[src/pkg/owdp_consts.svh]
// Offsets, field positions, reset values and timing counts of the one-wire debug port.
// Assumes a 250 MHz core clock; included by the testbench and the top module.
// Operation
// - Debug traffic runs half-duplex UART over the single reset-pin wire.
// - Physical layer runs on its own port clock, access layer on the core clock.
// - Link-to-access hand-over uses a held request with acknowledge handshake.
// - Enabling or resetting the port starts its clock at 4 MHz.
// - Port clock changes only by debugger write of the divider select field, or back to 4 MHz on break or disable.
// - Baud rate is measured from SYNCH; bits are recovered with that timing.
// - Parity, clock recovery, frame and system errors are detected.
// - Successful stores are answered with an acknowledge character.
// - An error signature records the kind of the last fault.
// - Link layer decodes instruction and data, then starts the access.
// - Access layer reads and writes the system bus.
// - Control and status space is reached without the system bus.
// - Protected addresses need key-unlocked program or stopped debug state.
// - Port is active only by fuse selection or high-voltage enable.
// - Active port drives pull-up, input and output enables of its pin.
// - Software breakpoints plus two hardware breakpoints stop the processor.
// - PC, SP and status register are readable while code runs.
// - Processor break or stop is detected and reported to the debugger.
// - Run, stop and reset debug instructions control program flow.
// - Flash CRC result is readable even on a locked device.
// - Frames: low start, eight data, even parity, two high stops; errors flagged.
// - Low level of twelve bit times is a break, restoring default state.
// - Break resets the clock selection to the 4 MHz default.
`ifndef OWDP_CONSTS_SVH
`define OWDP_CONSTS_SVH
`define OWDP_CORE_CLK_MHZ 250
`define OWDP_DIV_16M (`OWDP_CORE_CLK_MHZ / 16)
`define OWDP_DIV_8M (`OWDP_CORE_CLK_MHZ / 8)
`define OWDP_DIV_4M (`OWDP_CORE_CLK_MHZ / 4)
`define OWDP_CLKSEL_16M 2'h1
`define OWDP_CLKSEL_8M 2'h2
`define OWDP_CLKSEL_4M 2'h3
`define OWDP_BREAK_BITS 5'h0C
`define OWDP_MIN_BIT_TICKS 13'h0002
`define OWDP_ACK_CHAR 8'h40
`define OWDP_OP_LDS 3'h0
`define OWDP_OP_STS 3'h2
`define OWDP_OP_LDCS 3'h4
`define OWDP_OP_STCS 3'h6
`define OWDP_OP_KEY 3'h7
`define OWDP_CS_CTRLA 4'h0
`define OWDP_CS_DBGCTRL 4'h1
`define OWDP_CS_BP0L 4'h2
`define OWDP_CS_BP0H 4'h3
`define OWDP_CS_BP1L 4'h4
`define OWDP_CS_BP1H 4'h5
`define OWDP_CS_BPEN 4'h6
`define OWDP_CS_STATUS 4'h7
`define OWDP_CS_PCL 4'h8
`define OWDP_CS_PCH 4'h9
`define OWDP_CS_SPL 4'hA
`define OWDP_CS_SPH 4'hB
`define OWDP_CS_FLAGS 4'hC
`define OWDP_CS_CRC 4'hD
`define OWDP_DBG_STOP 0
`define OWDP_DBG_RUN 1
`define OWDP_DBG_RESET 2
`define OWDP_ERR_NONE 3'h0
`define OWDP_ERR_PARITY 3'h1
`define OWDP_ERR_FRAME 3'h2
`define OWDP_ERR_CLOCK 3'h3
`define OWDP_ERR_SYSTEM 3'h4
`define OWDP_ERR_DENIED 3'h5
`define OWDP_APB_STATUS 12'h000
`define OWDP_APB_CTRL 12'h004
`define OWDP_APB_CTRL_RESET 32'h00000001
`endif

[src/pkg/owdp_pkg.sv]
// Types shared by the one-wire debug port.
// Assumes the constants header is compiled alongside.
package owdp_pkg;
	typedef enum logic [4:0] {
		R_IDLE = 5'h01,
		R_SYNC = 5'h02,
		R_SYNCEND = 5'h04,
		R_START = 5'h08,
		R_BITS = 5'h10
	} owdp_rx_t;
	typedef enum logic [7:0] {
		D_SYNC = 8'h01,
		D_OPC = 8'h02,
		D_AL = 8'h04,
		D_AH = 8'h08,
		D_DATA = 8'h10,
		D_BUS = 8'h20,
		D_TX = 8'h40,
		D_ERR = 8'h80
	} owdp_lk_t;
endpackage

[src/verilog/owdp_top.sv]
// One-wire program and debug port: physical, link and access layers with APB status.
// Assumes cpu, fuse, crc and system bus signals share core_clk; the pin and hv strobe do not.
//
// Our own choices: the register offsets and the APB interface to the registers.
`include "owdp_consts.svh"
module owdp_top #(
	parameter logic [7:0] KEY_PROG = 8'hA5,
	parameter logic [7:0] KEY_DEBUG = 8'h5A,
	parameter logic [15:0] PROT_BASE = 16'h1000
) (
	input wire logic core_clk,
	input wire logic rst_b,
	input wire logic psel,
	input wire logic penable,
	input wire logic pwrite,
	input wire logic [11:0] paddr,
	input wire logic [31:0] pwdata,
	output logic [31:0] prdata,
	output logic pready,
	output logic pslverr,
	input wire logic pinIn,
	output logic pinOut,
	output logic pinOe,
	output logic pinPullEn,
	output logic pinInEn,
	input wire logic fuseSelect,
	input wire logic hvEnable,
	input wire logic devLocked,
	output logic busReq,
	output logic busWe,
	output logic [15:0] busAddr,
	output logic [7:0] busWdata,
	input wire logic busAck,
	input wire logic busErr,
	input wire logic [7:0] busRdata,
	input wire logic [15:0] cpuPc,
	input wire logic [15:0] cpuSp,
	input wire logic [7:0] cpuFlags,
	input wire logic cpuHalted,
	input wire logic cpuSwBreak,
	input wire logic [7:0] crcStatus,
	output logic cpuStopReq,
	output logic cpuResetReq
);
	logic rstS1_q, rstS2_q, rst;
	logic pinS1_q, pinS2_q, pinPrev_q, hvS1_q, hvS2_q;
	logic portEnable_q, hvSeen_q, active;
	logic [1:0] clkSel_q;
	logic [5:0] divCnt_q, divLoad;
	logic tick;
	owdp_pkg::owdp_rx_t rxState_q;
	owdp_pkg::owdp_lk_t lkState_q;
	logic [15:0] syncCnt_q;
	logic [2:0] edgeCnt_q;
	logic [12:0] bitTicks_q, rxTimer_q;
	logic [3:0] rxIdx_q;
	logic [10:0] rxShift_q;
	logic rxValid_q, rxErrPar_q, rxErrFrm_q, rxErrClk_q;
	logic [16:0] lowCnt_q, breakLen;
	logic breakHit, fallEdge;
	logic txBusy_q, txStart;
	logic [11:0] txShift_q;
	logic [3:0] txIdx_q;
	logic [12:0] txTimer_q;
	logic [7:0] txByte, respByte_q;
	logic [7:0] opcode_q, dataByte_q;
	logic [15:0] addr_q;
	logic [2:0] errSig_q;
	logic progMode_q, dbgUnlock_q, stopReq_q, resetReq_q, stoppedSeen_q, haltPrev_q;
	logic [15:0] bpAddr_q [2];
	logic [1:0] bpEn_q, bpMatch;
	logic busReq_q, busWe_q;
	logic rdSel, apbStatusSel, apbCtrlSel, apbHit, pready_q, pslverr_q;
	logic [31:0] prdata_q, statusWord;
	logic [7:0] csRead;
	logic protAddr, accessOk, rxOk;
	logic [2:0] op;
	logic [3:0] csIdx;

	function automatic logic [7:0] byteSel(input logic [15:0] w, input logic hi);
		byteSel = hi ? w[15:8] : w[7:0];
	endfunction

	always_ff @(posedge core_clk or negedge rst_b) begin
		if (!rst_b) begin
			rstS1_q <= 1'b0;
			rstS2_q <= 1'b0;
		end else begin
			rstS1_q <= 1'b1;
			rstS2_q <= rstS1_q;
		end
	end
	assign rst = ~rstS2_q;

	// Pin and high-voltage strobe come from outside the clock domain
	always_ff @(posedge core_clk or posedge rst) begin
		if (rst) begin
			pinS1_q <= 1'b1;
			pinS2_q <= 1'b1;
			pinPrev_q <= 1'b1;
			hvS1_q <= 1'b0;
			hvS2_q <= 1'b0;
			hvSeen_q <= 1'b0;
		end else begin
			pinS1_q <= pinIn;
			pinS2_q <= pinS1_q;
			pinPrev_q <= pinS2_q;
			hvS1_q <= hvEnable;
			hvS2_q <= hvS1_q;
			hvSeen_q <= hvSeen_q | hvS2_q;
		end
	end
	assign active = portEnable_q & (fuseSelect | hvSeen_q);
	assign fallEdge = pinPrev_q & ~pinS2_q;

	// Port clock is an enable pulse; the divider follows the selected rate
	assign divLoad = (clkSel_q == `OWDP_CLKSEL_16M) ? 6'(`OWDP_DIV_16M - 1) :
		(clkSel_q == `OWDP_CLKSEL_8M) ? 6'(`OWDP_DIV_8M - 1) : 6'(`OWDP_DIV_4M - 1);
	assign tick = (divCnt_q == 6'h00);
	always_ff @(posedge core_clk or posedge rst) begin
		if (rst) divCnt_q <= 6'h00;
		else if (!active || tick) divCnt_q <= divLoad;
		else divCnt_q <= divCnt_q - 6'h01;
	end

	// Break: low for twelve bit times, or counter saturation before any baud is known
	assign breakLen = {1'b0, bitTicks_q, 3'h0} + {2'h0, bitTicks_q, 2'h0};
	assign breakHit = tick & ~pinS2_q & ~txBusy_q &
		((lowCnt_q == breakLen && bitTicks_q != 13'h0000) || lowCnt_q == 17'h1FFFF);
	always_ff @(posedge core_clk or posedge rst) begin
		if (rst) lowCnt_q <= 17'h00000;
		else if (pinS2_q || !active) lowCnt_q <= 17'h00000;
		else if (tick && lowCnt_q != 17'h1FFFF) lowCnt_q <= lowCnt_q + 17'h00001;
	end

	// Receiver: SYNCH measures eight bit times between first and fifth falling edge
	always_ff @(posedge core_clk or posedge rst) begin
		if (rst) begin
			rxState_q <= owdp_pkg::R_IDLE;
			syncCnt_q <= 16'h0000;
			edgeCnt_q <= 3'h0;
			bitTicks_q <= 13'h0000;
			rxTimer_q <= 13'h0000;
			rxIdx_q <= 4'h0;
			rxShift_q <= 11'h000;
			rxValid_q <= 1'b0;
			rxErrPar_q <= 1'b0;
			rxErrFrm_q <= 1'b0;
			rxErrClk_q <= 1'b0;
		end else begin
			rxValid_q <= 1'b0;
			rxErrPar_q <= 1'b0;
			rxErrFrm_q <= 1'b0;
			rxErrClk_q <= 1'b0;
			if (!active || breakHit) begin
				rxState_q <= owdp_pkg::R_IDLE;
			end else begin
				unique case (rxState_q)
					owdp_pkg::R_IDLE: begin
						syncCnt_q <= 16'h0000;
						edgeCnt_q <= 3'h0;
						if (fallEdge && !txBusy_q && lkState_q == owdp_pkg::D_SYNC)
							rxState_q <= owdp_pkg::R_SYNC;
						else if (fallEdge && !txBusy_q && lkState_q != owdp_pkg::D_ERR) begin
							rxState_q <= owdp_pkg::R_START;
							rxTimer_q <= {1'b0, bitTicks_q[12:1]};
						end
					end
					owdp_pkg::R_SYNC: begin
						if (tick && syncCnt_q != 16'hFFFF) syncCnt_q <= syncCnt_q + 16'h0001;
						if (fallEdge) edgeCnt_q <= edgeCnt_q + 3'h1;
						if (fallEdge && edgeCnt_q == 3'h3) begin
							bitTicks_q <= 13'((syncCnt_q + {15'h0000, tick}) >> 3);
							rxErrClk_q <= (syncCnt_q[15:3] < `OWDP_MIN_BIT_TICKS) ||
								(syncCnt_q == 16'hFFFF);
							rxValid_q <= 1'b1;
							rxState_q <= owdp_pkg::R_SYNCEND;
						end
					end
					owdp_pkg::R_SYNCEND: begin
						if (pinS2_q && !pinPrev_q) rxState_q <= owdp_pkg::R_IDLE;
					end
					owdp_pkg::R_START: begin
						if (tick) begin
							rxTimer_q <= rxTimer_q - 13'h0001;
							if (rxTimer_q == 13'h0000) begin
								rxState_q <= pinS2_q ? owdp_pkg::R_IDLE : owdp_pkg::R_BITS;
								rxTimer_q <= bitTicks_q - 13'h0001;
								rxIdx_q <= 4'h0;
							end
						end
					end
					owdp_pkg::R_BITS: begin
						if (tick) begin
							rxTimer_q <= rxTimer_q - 13'h0001;
							if (rxTimer_q == 13'h0000) begin
								rxTimer_q <= bitTicks_q - 13'h0001;
								// Last stop is checked, not stored, so the byte stays in [8:1]
								if (rxIdx_q != 4'hA) rxShift_q <= {pinS2_q, rxShift_q[10:1]};
								rxIdx_q <= rxIdx_q + 4'h1;
								if (rxIdx_q == 4'hA) begin
									rxValid_q <= 1'b1;
									rxErrPar_q <= ^rxShift_q[9:1];
									rxErrFrm_q <= ~pinS2_q | ~rxShift_q[10];
									rxState_q <= owdp_pkg::R_IDLE;
								end
							end
						end
					end
					default: rxState_q <= owdp_pkg::R_IDLE;
				endcase
			end
		end
	end

	// Transmitter: start, eight data, even parity, two stops, at the received baud
	always_ff @(posedge core_clk or posedge rst) begin
		if (rst) begin
			txBusy_q <= 1'b0;
			txShift_q <= 12'hFFF;
			txIdx_q <= 4'h0;
			txTimer_q <= 13'h0000;
		end else if (!active || breakHit) begin
			txBusy_q <= 1'b0;
			txShift_q <= 12'hFFF;
		end else if (txStart) begin
			txBusy_q <= 1'b1;
			txShift_q <= {2'h3, ^txByte, txByte, 1'b0};
			txIdx_q <= 4'h0;
			txTimer_q <= bitTicks_q - 13'h0001;
		end else if (txBusy_q && tick) begin
			txTimer_q <= txTimer_q - 13'h0001;
			if (txTimer_q == 13'h0000) begin
				txTimer_q <= bitTicks_q - 13'h0001;
				txShift_q <= {1'b1, txShift_q[11:1]};
				txIdx_q <= txIdx_q + 4'h1;
				if (txIdx_q == 4'hB) txBusy_q <= 1'b0;
			end
		end
	end

	// Pin drive: release to pulled-up idle outside own frames
	always_ff @(posedge core_clk or posedge rst) begin
		if (rst) begin
			pinOut <= 1'b1;
			pinOe <= 1'b0;
			pinPullEn <= 1'b0;
			pinInEn <= 1'b0;
		end else begin
			pinOut <= txShift_q[0] | ~(active & txBusy_q);
			pinOe <= active & txBusy_q;
			pinPullEn <= active;
			pinInEn <= active;
		end
	end

	// Link layer decode
	assign op = opcode_q[7:5];
	assign csIdx = opcode_q[3:0];
	assign rxOk = rxValid_q & ~rxErrPar_q & ~rxErrFrm_q & ~rxErrClk_q;
	assign protAddr = (addr_q >= PROT_BASE);
	assign accessOk = ~devLocked & (~protAddr | progMode_q | (dbgUnlock_q & cpuHalted));
	generate
		for (genvar i = 0; i < 2; i++) begin : g_bp
			assign bpMatch[i] = bpEn_q[i] & (cpuPc == bpAddr_q[i]);
		end
	endgenerate
	assign statusWord = {22'h0, active, clkSel_q, progMode_q, dbgUnlock_q, stoppedSeen_q, cpuHalted,
		errSig_q};
	assign csRead =
		(csIdx == `OWDP_CS_CTRLA) ? {6'h00, clkSel_q} :
		(csIdx == `OWDP_CS_STATUS) ? statusWord[7:0] :
		(csIdx == `OWDP_CS_PCL || csIdx == `OWDP_CS_PCH) ? byteSel(cpuPc, csIdx[0]) :
		(csIdx == `OWDP_CS_SPL || csIdx == `OWDP_CS_SPH) ? byteSel(cpuSp, csIdx[0]) :
		(csIdx == `OWDP_CS_FLAGS) ? cpuFlags :
		(csIdx == `OWDP_CS_CRC) ? crcStatus : 8'h00;
	assign txStart = (lkState_q == owdp_pkg::D_TX) & ~txBusy_q & ~rdSel;
	assign txByte = respByte_q;

	always_ff @(posedge core_clk or posedge rst) begin
		if (rst) begin
			lkState_q <= owdp_pkg::D_SYNC;
			opcode_q <= 8'h00;
			addr_q <= 16'h0000;
			dataByte_q <= 8'h00;
			respByte_q <= 8'h00;
			rdSel <= 1'b0;
			errSig_q <= `OWDP_ERR_NONE;
			busReq_q <= 1'b0;
			busWe_q <= 1'b0;
		end else if (!active || breakHit) begin
			lkState_q <= owdp_pkg::D_SYNC;
			busReq_q <= 1'b0;
			rdSel <= 1'b0;
		end else begin
			if (rxValid_q && !rxOk)
				errSig_q <= rxErrClk_q ? `OWDP_ERR_CLOCK :
					rxErrPar_q ? `OWDP_ERR_PARITY : `OWDP_ERR_FRAME;
			unique case (lkState_q)
				owdp_pkg::D_SYNC: if (rxValid_q) lkState_q <= rxOk ? owdp_pkg::D_OPC : owdp_pkg::D_ERR;
				owdp_pkg::D_OPC: if (rxValid_q) begin
					opcode_q <= rxShift_q[8:1];
					if (!rxOk) lkState_q <= owdp_pkg::D_ERR;
					else if (rxShift_q[8:6] == `OWDP_OP_LDCS) begin
						rdSel <= 1'b1;
						lkState_q <= owdp_pkg::D_TX;
					end else if (rxShift_q[8:6] == `OWDP_OP_LDS || rxShift_q[8:6] == `OWDP_OP_STS)
						lkState_q <= owdp_pkg::D_AL;
					else lkState_q <= owdp_pkg::D_DATA;
				end
				owdp_pkg::D_AL: if (rxValid_q) begin
					addr_q[7:0] <= rxShift_q[8:1];
					lkState_q <= rxOk ? owdp_pkg::D_AH : owdp_pkg::D_ERR;
				end
				owdp_pkg::D_AH: if (rxValid_q) begin
					addr_q[15:8] <= rxShift_q[8:1];
					lkState_q <= !rxOk ? owdp_pkg::D_ERR :
						(op == `OWDP_OP_LDS) ? owdp_pkg::D_BUS : owdp_pkg::D_DATA;
				end
				owdp_pkg::D_DATA: if (rxValid_q) begin
					dataByte_q <= rxShift_q[8:1];
					lkState_q <= !rxOk ? owdp_pkg::D_ERR :
						(op == `OWDP_OP_STS) ? owdp_pkg::D_BUS : owdp_pkg::D_SYNC;
				end
				owdp_pkg::D_BUS: begin
					if (!busReq_q && !accessOk) begin
						errSig_q <= `OWDP_ERR_DENIED;
						lkState_q <= owdp_pkg::D_ERR;
					end else if (!busReq_q) begin
						busReq_q <= 1'b1;
						busWe_q <= (op == `OWDP_OP_STS);
					end else if (busAck) begin
						busReq_q <= 1'b0;
						respByte_q <= busWe_q ? `OWDP_ACK_CHAR : busRdata;
						if (busErr) begin
							errSig_q <= `OWDP_ERR_SYSTEM;
							lkState_q <= owdp_pkg::D_ERR;
						end else lkState_q <= owdp_pkg::D_TX;
					end
				end
				owdp_pkg::D_TX: begin
					if (rdSel) begin
						respByte_q <= csRead;
						rdSel <= 1'b0;
					end else if (txStart) lkState_q <= owdp_pkg::D_SYNC;
				end
				owdp_pkg::D_ERR: lkState_q <= owdp_pkg::D_ERR;
				default: lkState_q <= owdp_pkg::D_ERR;
			endcase
		end
	end
	assign busReq = busReq_q;
	assign busWe = busWe_q;
	assign busAddr = addr_q;
	assign busWdata = dataByte_q;

	// Control space and debug control, written by the debugger; breakpoints also set the stop request and a cpu halt sets the stopped flag
	wire csWrite = (lkState_q == owdp_pkg::D_DATA) & rxOk & (op == `OWDP_OP_STCS) & active;
	wire keyWrite = (lkState_q == owdp_pkg::D_DATA) & rxOk & (op == `OWDP_OP_KEY) & active;
	always_ff @(posedge core_clk or posedge rst) begin
		if (rst) begin
			clkSel_q <= `OWDP_CLKSEL_4M;
			stopReq_q <= 1'b0;
			resetReq_q <= 1'b0;
			bpEn_q <= 2'h0;
			bpAddr_q[0] <= 16'h0000;
			bpAddr_q[1] <= 16'h0000;
			progMode_q <= 1'b0;
			dbgUnlock_q <= 1'b0;
			stoppedSeen_q <= 1'b0;
			haltPrev_q <= 1'b0;
		end else begin
			haltPrev_q <= cpuHalted;
			if (!active || breakHit) clkSel_q <= `OWDP_CLKSEL_4M;
			else if (csWrite && csIdx == `OWDP_CS_CTRLA && rxShift_q[2:1] != 2'h0)
				clkSel_q <= rxShift_q[2:1];
			if (cpuSwBreak || bpMatch != 2'h0) stopReq_q <= 1'b1;
			else if (csWrite && csIdx == `OWDP_CS_DBGCTRL) begin
				if (rxShift_q[1 + `OWDP_DBG_STOP]) stopReq_q <= 1'b1;
				else if (rxShift_q[1 + `OWDP_DBG_RUN]) stopReq_q <= 1'b0;
			end
			if (csWrite && csIdx == `OWDP_CS_DBGCTRL) resetReq_q <= rxShift_q[1 + `OWDP_DBG_RESET];
			if (csWrite && csIdx == `OWDP_CS_BPEN) bpEn_q <= rxShift_q[2:1];
			for (int i = 0; i < 2; i++) begin
				if (csWrite && csIdx == 4'(`OWDP_CS_BP0L + 2 * i)) bpAddr_q[i][7:0] <= rxShift_q[8:1];
				if (csWrite && csIdx == 4'(`OWDP_CS_BP0H + 2 * i)) bpAddr_q[i][15:8] <= rxShift_q[8:1];
			end
			if (keyWrite && csIdx[0] == 1'b0 && rxShift_q[8:1] == KEY_PROG) progMode_q <= 1'b1;
			if (keyWrite && csIdx[0] == 1'b1 && rxShift_q[8:1] == KEY_DEBUG) dbgUnlock_q <= 1'b1;
			if (cpuHalted && !haltPrev_q) stoppedSeen_q <= 1'b1;
			else if (csWrite && csIdx == `OWDP_CS_STATUS) stoppedSeen_q <= 1'b0;
		end
	end
	assign cpuStopReq = stopReq_q;
	assign cpuResetReq = resetReq_q;

	// APB slave: one wait-free access phase, registered answer
	assign apbStatusSel = (paddr == `OWDP_APB_STATUS);
	assign apbCtrlSel = (paddr == `OWDP_APB_CTRL);
	assign apbHit = apbStatusSel | apbCtrlSel;
	always_ff @(posedge core_clk or posedge rst) begin
		if (rst) begin
			pready_q <= 1'b0;
			pslverr_q <= 1'b0;
			prdata_q <= 32'h00000000;
			portEnable_q <= 1'(`OWDP_APB_CTRL_RESET);
		end else begin
			pready_q <= psel & ~penable;
			pslverr_q <= psel & ~penable & ~apbHit;
			if (psel && !penable)
				prdata_q <= apbStatusSel ? statusWord : apbCtrlSel ? {31'h0, portEnable_q} : 32'h0;
			if (psel && penable && pready_q && pwrite && apbCtrlSel) portEnable_q <= pwdata[0];
		end
	end
	assign prdata = prdata_q;
	assign pready = pready_q;
	assign pslverr = pslverr_q;
endmodule
[config.mk]
export PLATFORM = sky130hd
export DESIGN_NAME = owdp_top
export DESIGN_NICKNAME = d
export VERILOG_FILES = /design/src/pkg/owdp_pkg.sv /design/src/verilog/owdp_top.sv
export VERILOG_INCLUDE_DIRS = /design/src /design/src/pkg
export SDC_FILE = /design/constraint.sdc
export NUM_CORES = 1
export LEC_CHECK = 0
export BUFFER_PORTS_ARGS = -buffer_cell sky130_fd_sc_hd__buf_4
export CORE_ASPECT_RATIO = 1.2
export CORE_UTILIZATION = 53
export DETAILED_ROUTE_END_ITERATION = 12
export GPL_TIMING_DRIVEN = 1
export PLACE_DENSITY = 0.77
export SYNTH_ARGS = -nofsm -noshare
export SYNTH_HDL_FRONTEND = slang
export SYNTH_SLANG_ARGS = --single-unit
[constraint.sdc]
create_clock -name core_clk -period 7.6 [get_ports core_clk]
set_input_delay 1.14 -clock core_clk [delete_from_list [all_inputs] [get_ports core_clk]]
set_output_delay 1.14 -clock core_clk [all_outputs]
set_load 0.005 [all_outputs]
# Word level (Yosys, flattened, before mapping)
# Cells that the tools add are included.
# word_totals
elab_cells,418
regBits,264
output_inout_bits,66
inputBits,113
# op_classes
magnitude_cmp,2
n_reduce_logical,97
bitwise_logic,45
n_eq_ne,80
n_mux,129
addsub,11
# op_table
op,count
8-bit 2-to-1 mux,30
13-bit 2-to-1 mux,7
5-bit 2-to-1 mux,12
8-bit case mux with 7 select lines,1
12-bit 2-to-1 mux,4
"3-bit != test, second input constant",15
1-bit 2-to-1 mux,39
"13-bit by 1-bit subtractor with 13-bit output, second input constant",3
17-bit 2-to-1 mux,2
16-bit == test,2
"4-bit == test, second input constant",8
16-bit case mux with 2 select lines,1
1-bit logical AND,30
6-bit 2-to-1 mux,5
4-bit 2-to-1 mux,7
3-bit AND reduction,9
13-bit zero test,2
"2-bit != test, second input constant",13
13-bit case mux with 2 select lines,1
2-bit nonzero test,13
5-bit case mux with 5 select lines,1
1-bit bitwise AND,22
3-bit 2-to-1 mux,7
16-bit by 15-bit adder with 17-bit output,1
other kinds (65),129

# Longest topological paths before layout
# logic_depth
ltp_word,12
mapped_depth,16
ltp_nobuf,13

# Worst setup path after synthesis
# OpenSTA, ideal clock, no wires.
# synth_path
kind,register -> register
start,register bitTicks_q[8]
end,register rxShift_q[10]
t_required_ns,7.475
period_less_slack_ns,3.474
arrival_time_ns,3.349
stages_incl_launch_ff,16
n_path_buf,3
setup_ns,0.125
slack_ns,4.126
cell_sequence,dfrtp_1 inv_1 ha_1 buf_6 xnor2_2 nor2_1 a2111oi_0 and4bb_1 o2111ai_1 or4_1 o21bai_2 a21o_1 buf_6 or4_4 buf_12 mux2_4
# synth_between
elab_chain_cells,8
elab_cells_between_ends,9
cone_classes,1 x add/sub; 1 x eq/ne; 2 x bitwise; 5 x reduce/logical
# synth_rtl
item,line_no,rtl
start: declaration,owdp_top.sv:55,"logic [12:0] bitTicks_q, rxTimer_q;"
start signal: assignment,owdp_top.sv:173,"bitTicks_q <= 13'((syncCnt_q + {15'h0000, tick}) >> 3);"
16-bit by 15-bit adder with 17-bit output,owdp_top.sv:127,"assign breakLen = {1'b0, bitTicks_q, 3'h0} + {2'h0, bitTicks_q, 2'h0};"
17-bit == test,owdp_top.sv:129,((lowCnt_q == breakLen && bitTicks_q != 13'h0000) || lowCnt_q == 17'h1FFFF);
1-bit logical AND *,owdp_top.sv:129,
1-bit logical OR *,owdp_top.sv:129,
1-bit bitwise AND *,owdp_top.sv:128,assign breakHit = tick & ~pinS2_q & ~txBusy_q &
1-bit logical OR *,owdp_top.sv:155,if (!active || breakHit) begin
1-bit inverter (no line) *,-,
5-bit AND reduction (no line) *,-,
end signal: assignment,owdp_top.sv:199,"if (rxIdx_q != 4'hA) rxShift_q <= {pinS2_q, rxShift_q[10:1]};"
end: declaration,owdp_top.sv:57,logic [10:0] rxShift_q;
# Mark *: on every way between the ends. The rest lies on a longest branch, timed or not.
# A chain may end at the register's enable or synchronous reset.

# Final worst setup path
# layout_path
start,register bitTicks_q[0]
end,register bitTicks_q[12]
# layout_between
elab_chain_cells,8
elab_cells_between_ends,9
cone_classes,1 x add/sub; 1 x eq/ne; 2 x bitwise; 5 x reduce/logical
# layout_rtl
item,line_no
16-bit by 15-bit adder with 17-bit output,owdp_top.sv:127
17-bit == test,owdp_top.sv:129
1-bit logical AND *,owdp_top.sv:129
1-bit logical OR *,owdp_top.sv:129
1-bit bitwise AND *,owdp_top.sv:128
1-bit logical OR *,owdp_top.sv:155
1-bit inverter (no line) *,-
3-bit AND reduction (no line) *,-
# Marked as above.

==> metrics.csv <==
stage,metric,value,unit
detailed_routing,vias,11400,
pwr,power_frac_comb,3.3,%
grt,use_met3,3.86,%
sta,finalClockSkew,0.0194,ns
sta,finalCritPeriodShare,60.9,%
placed_design,gp_congestion,0.881,
grt,grt_pass1_vias,11600,
cts,tritoncts,built,
grt,grt_max_degree,80,
sta,whs,0.252,ns
floorplan,io_pins,179,
critical_path,cp_num_buf_inv,3,
grt,gr-usage-met1,33.2,%
detailed_routing,ant_nets,0,
synth,syn-cell-area,0.0140,mm²
sta,fin_tns_setup,0,ns
pwr,swShare,20.3,%
detailed_routing,drtIter0Drc,731,
critical_path,crit_path_end_kind,flop,
critical_path,rrSetupSlack,2.97,ns
pwr,powerDensity,177,mW/mm²
status,status,finished clean,
cts,cts-root-buf,clkbuf_16,
critical_path,required,8.01,ns
pwr,power.switching,576,µW
pwr,clkPwrFrac,51.9,%
detailed_routing,vias_per_cell,6.00,
floorplan,start_util,54.3,%
pwr,internal-power,2.27,mW
cts,clk_latency,0.54,ns
critical_path,critPathLaunchType,flop,
grt,use_met2,45.8,%
floorplan,die_area,0.0270,mm²
synth,synthesis.instances,1461,
sta,finalSetupViolCount,0,
cts,clockBufferDepth,3,
synth,async_flop_share,100,%
pwr,p_seq_share,44.9,%
synth,yosysSeqAreaShare,42.8,%
cts,post-cts-setup-buffers,0,
placed_design,dp_hpwl,25600,µm
pwr,ir_worst_vdd,189,µV
synth,synth_cell_type_count,84,
sta,fmax,216,MHz
synth,ys_warn_count,0,
synth,synth_edf_count,0,
synth,ys_ff_latch,238,
synth,avgSynthCellArea,9.56,µm²
detailed_routing,first_pass_iters,5,
critical_path,arrival,5.04,ns
sta,hold_viol,0,
critical_path,worst_path_most_repeated_cell,buf_4,
sta,rsz0062_at_grt,no,
pwr,p_leak,7.19,nW
sta,period_needed,4.63,ns
flow_run,timing.max_cap.violations,0,
cts,clk_pin_slew,0.06,ns
cells_and_area,final_cell_mix,"218 x dfrtp_1, 151 x nand2_1, 136 x buf_4",
sta,maxSlewViolCount,0,
placed_design,port-buffer-count,125,
cells_and_area,layout_commonest_cell,dfrtp_1,
floorplan,num_rows,64,
cells_and_area,area_growth,14.7,%
cts,clock_sinks,238,
floorplan,die_height,180,µm
sta,tightest_slew,1.17,ns
synth,synth_top_cell_area_share,39.2,%
cells_and_area,nets,1718,
cts,cts-buffers-inserted,26,
cts,post_cts_resized,0,
synth,synth_flop_cell,dfrtp_1,
worst_hold_path,hold_path_class,flop to async pin,
critical_path,max_stage_delay,0.57,ns
critical_path,crit_fanout,38,
detailed_routing,wirelength,35400,µm
grt,grt_pass1_wl,58300,µm
detailed_routing,drc,0,
floorplan,core,0.0257,mm²
critical_path,worstSetupPathType,flop to flop,
cts,htreeDepth,1,
cts,ctsHoldBuffers,0,
critical_path,path_cells,"ha_1, inv_1, fa_1, nor2b_1, o211ai_1, a21oi_2, o2111a_1, o2111ai_1, or4_1, o21bai_2, a21o_1, buf_4, nor3_2, buf_4, mux2_2",
grt,antenna_found_initial,0,
grt,grt.overflow.total,0,
floorplan,die_w,150,µm
sta,max_slew_margin,22.1,%
synth,ys_top_cells_by_area,"dfrtp_1 39%, mux2_2 4.9%, xnor2_1 4.4%",
critical_path,cp_top_family,compound AO/OA/AOI/OAI gates,
cells_and_area,post-route-util,62.3,%
grt,track_usage,26.8,%
cells_and_area,drive_gt1_share,18.2,%
critical_path,cp_slowest_cell,or4_1,
grt,gr-max-usage-layer,met2,
cells_and_area,num_antenna_cells,0,
detailed_routing,drt-wirelength-per-cell,18.6,µm
synth,yosysTopAreaCell,dfrtp_1,
[power groups by stage]
stage / logic [mW] / clock network, mW / registers, mW
after CTS: 0.0933 / 1.49 / 1.28
after detailed placement: 0.0927 / 0 / 1.30
after global routing: 0.103 / 1.55 / 1.28
after floorplan: 0.0324 / 0 / 1.31
final: 0.0925 / 1.47 / 1.28
after global placement: 0.0910 / 0 / 1.30
[synthesized netlist by cell type (17+ instances only)]
master    count
nand3_1      50
a21oi_1      64
nand2_1     151
clkbuf_1     47
nor4_1       17
o21ai_0     112
nand4_1      24
inv_1        58
xnor2_1      70
dfrtp_1     219
xor2_1       35
o31ai_1      17
a22o_1       17
mux2_2       61
ha_1         47
nor2_1       96
buf_4        24
nor3_1       35
or3_1        20
dfstp_2      19
mux2i_1      40
[cell type report]
cell class | instances | area, µm²
Multi-Input combinational cell | 1096 | 7370
Tap cell | 330 | 413
Sequential cell | 238 | 5980
Timing Repair Buffer | 136 | 1020
Fill cell | 2104 | 9690
Clock inverter | 8 | 215
Inverter | 59 | 221
Clock buffer | 40 | 795
[per-stage QoR]
| stage | total power [mW] | worst slack [ns] | cells | instance area [µm²] |
|---|---|---|---|---|
| 6_report | 2.84 | 2.97 | 1907 | 16000 |
| 3_5_place_dp | 1.39 | 3.07 | 1859 | 15000 |
| 2_1_floorplan | 1.35 | 0.510 | 1482 | 14000 |
| 4_1_cts | 2.86 | 3.03 | 1907 | 16000 |
| 3_3_place_gp | 1.39 | 3.10 | 1859 | 15000 |
| 5_1_grt | 2.92 | 2.72 | 1907 | 16000 |
[flip-flops by register name (all words and copies together), names as in the netlist, 2 cells and up]
signal	cells
respByte_q	8
lowCnt_q	17
bitTicks_q	13
txShift_q	10
busWdata	8
txIdx_q	4
busAddr	16
txTimer_q	13
rxShift_q	10
bpEn_q	2
opcode_q	7
lkState_q	8
syncCnt_q	16
divCnt_q	6
rxTimer_q	13
clkSel_q	2
edgeCnt_q	3
prdata	10
errSig_q	3
bpAddr_q	32
rxState_q	5
rxIdx_q	4
[routing by layer]
metal  vias up  wire [µm]
met4         0       1530
met2       348      17700
met5         -          0
li1       5396          -
met3       101       1810
met1      5596      14400
[worst paths after layout]
kind,cells past startpoint,end,from
max in group asynchronous,1,rxState_q[4]$_DFFE_PN0P_,rstS2_q$_DFF_PN0_
hold / removal,0,edgeCnt_q[2]$_DFFE_PN0P_,rstS2_q$_DFF_PN0_
min in group core_clk,0,rstS2_q$_DFF_PN0_,rstS1_q$_DFF_PN0_
setup / recovery,15,bitTicks_q[12]$_DFFE_PN0P_,bitTicks_q[0]$_DFFE_PN0P_
hold reg to reg,0,edgeCnt_q[2]$_DFFE_PN0P_,rstS2_q$_DFF_PN0_
setup reg to reg,15,bitTicks_q[12]$_DFFE_PN0P_,bitTicks_q[0]$_DFFE_PN0P_
[cell families (layout without fill, tap and decap cells)]
logic type | after synthesis | in the layout | synth area share (%)
AO/OA/AOI/OAI | 326 | 326 | 15.1
other | 2 | 23 | 0.0538
XOR/XNOR | 106 | 106 | 6.70
multiplexers | 108 | 108 | 8.70
adder cells (fa/ha/maj) | 48 | 48 | 4.35
AND/OR/NAND/NOR | 485 | 485 | 17.2
flip-flops | 238 | 238 | 42.8
buffers and inverters | 148 | 243 | 5.03
[worst register-to-register path, delay by kind of cell, from the launching register on]
family	cells	cell delay, ns
simple gates	3	0.91
buf+inv	3	0.73
flops	1	0.54
compound gates	6	1.37
fa+ha+maj	2	0.67
mux	1	0.30
Note: power is estimated with default switching activity, not from simulation.
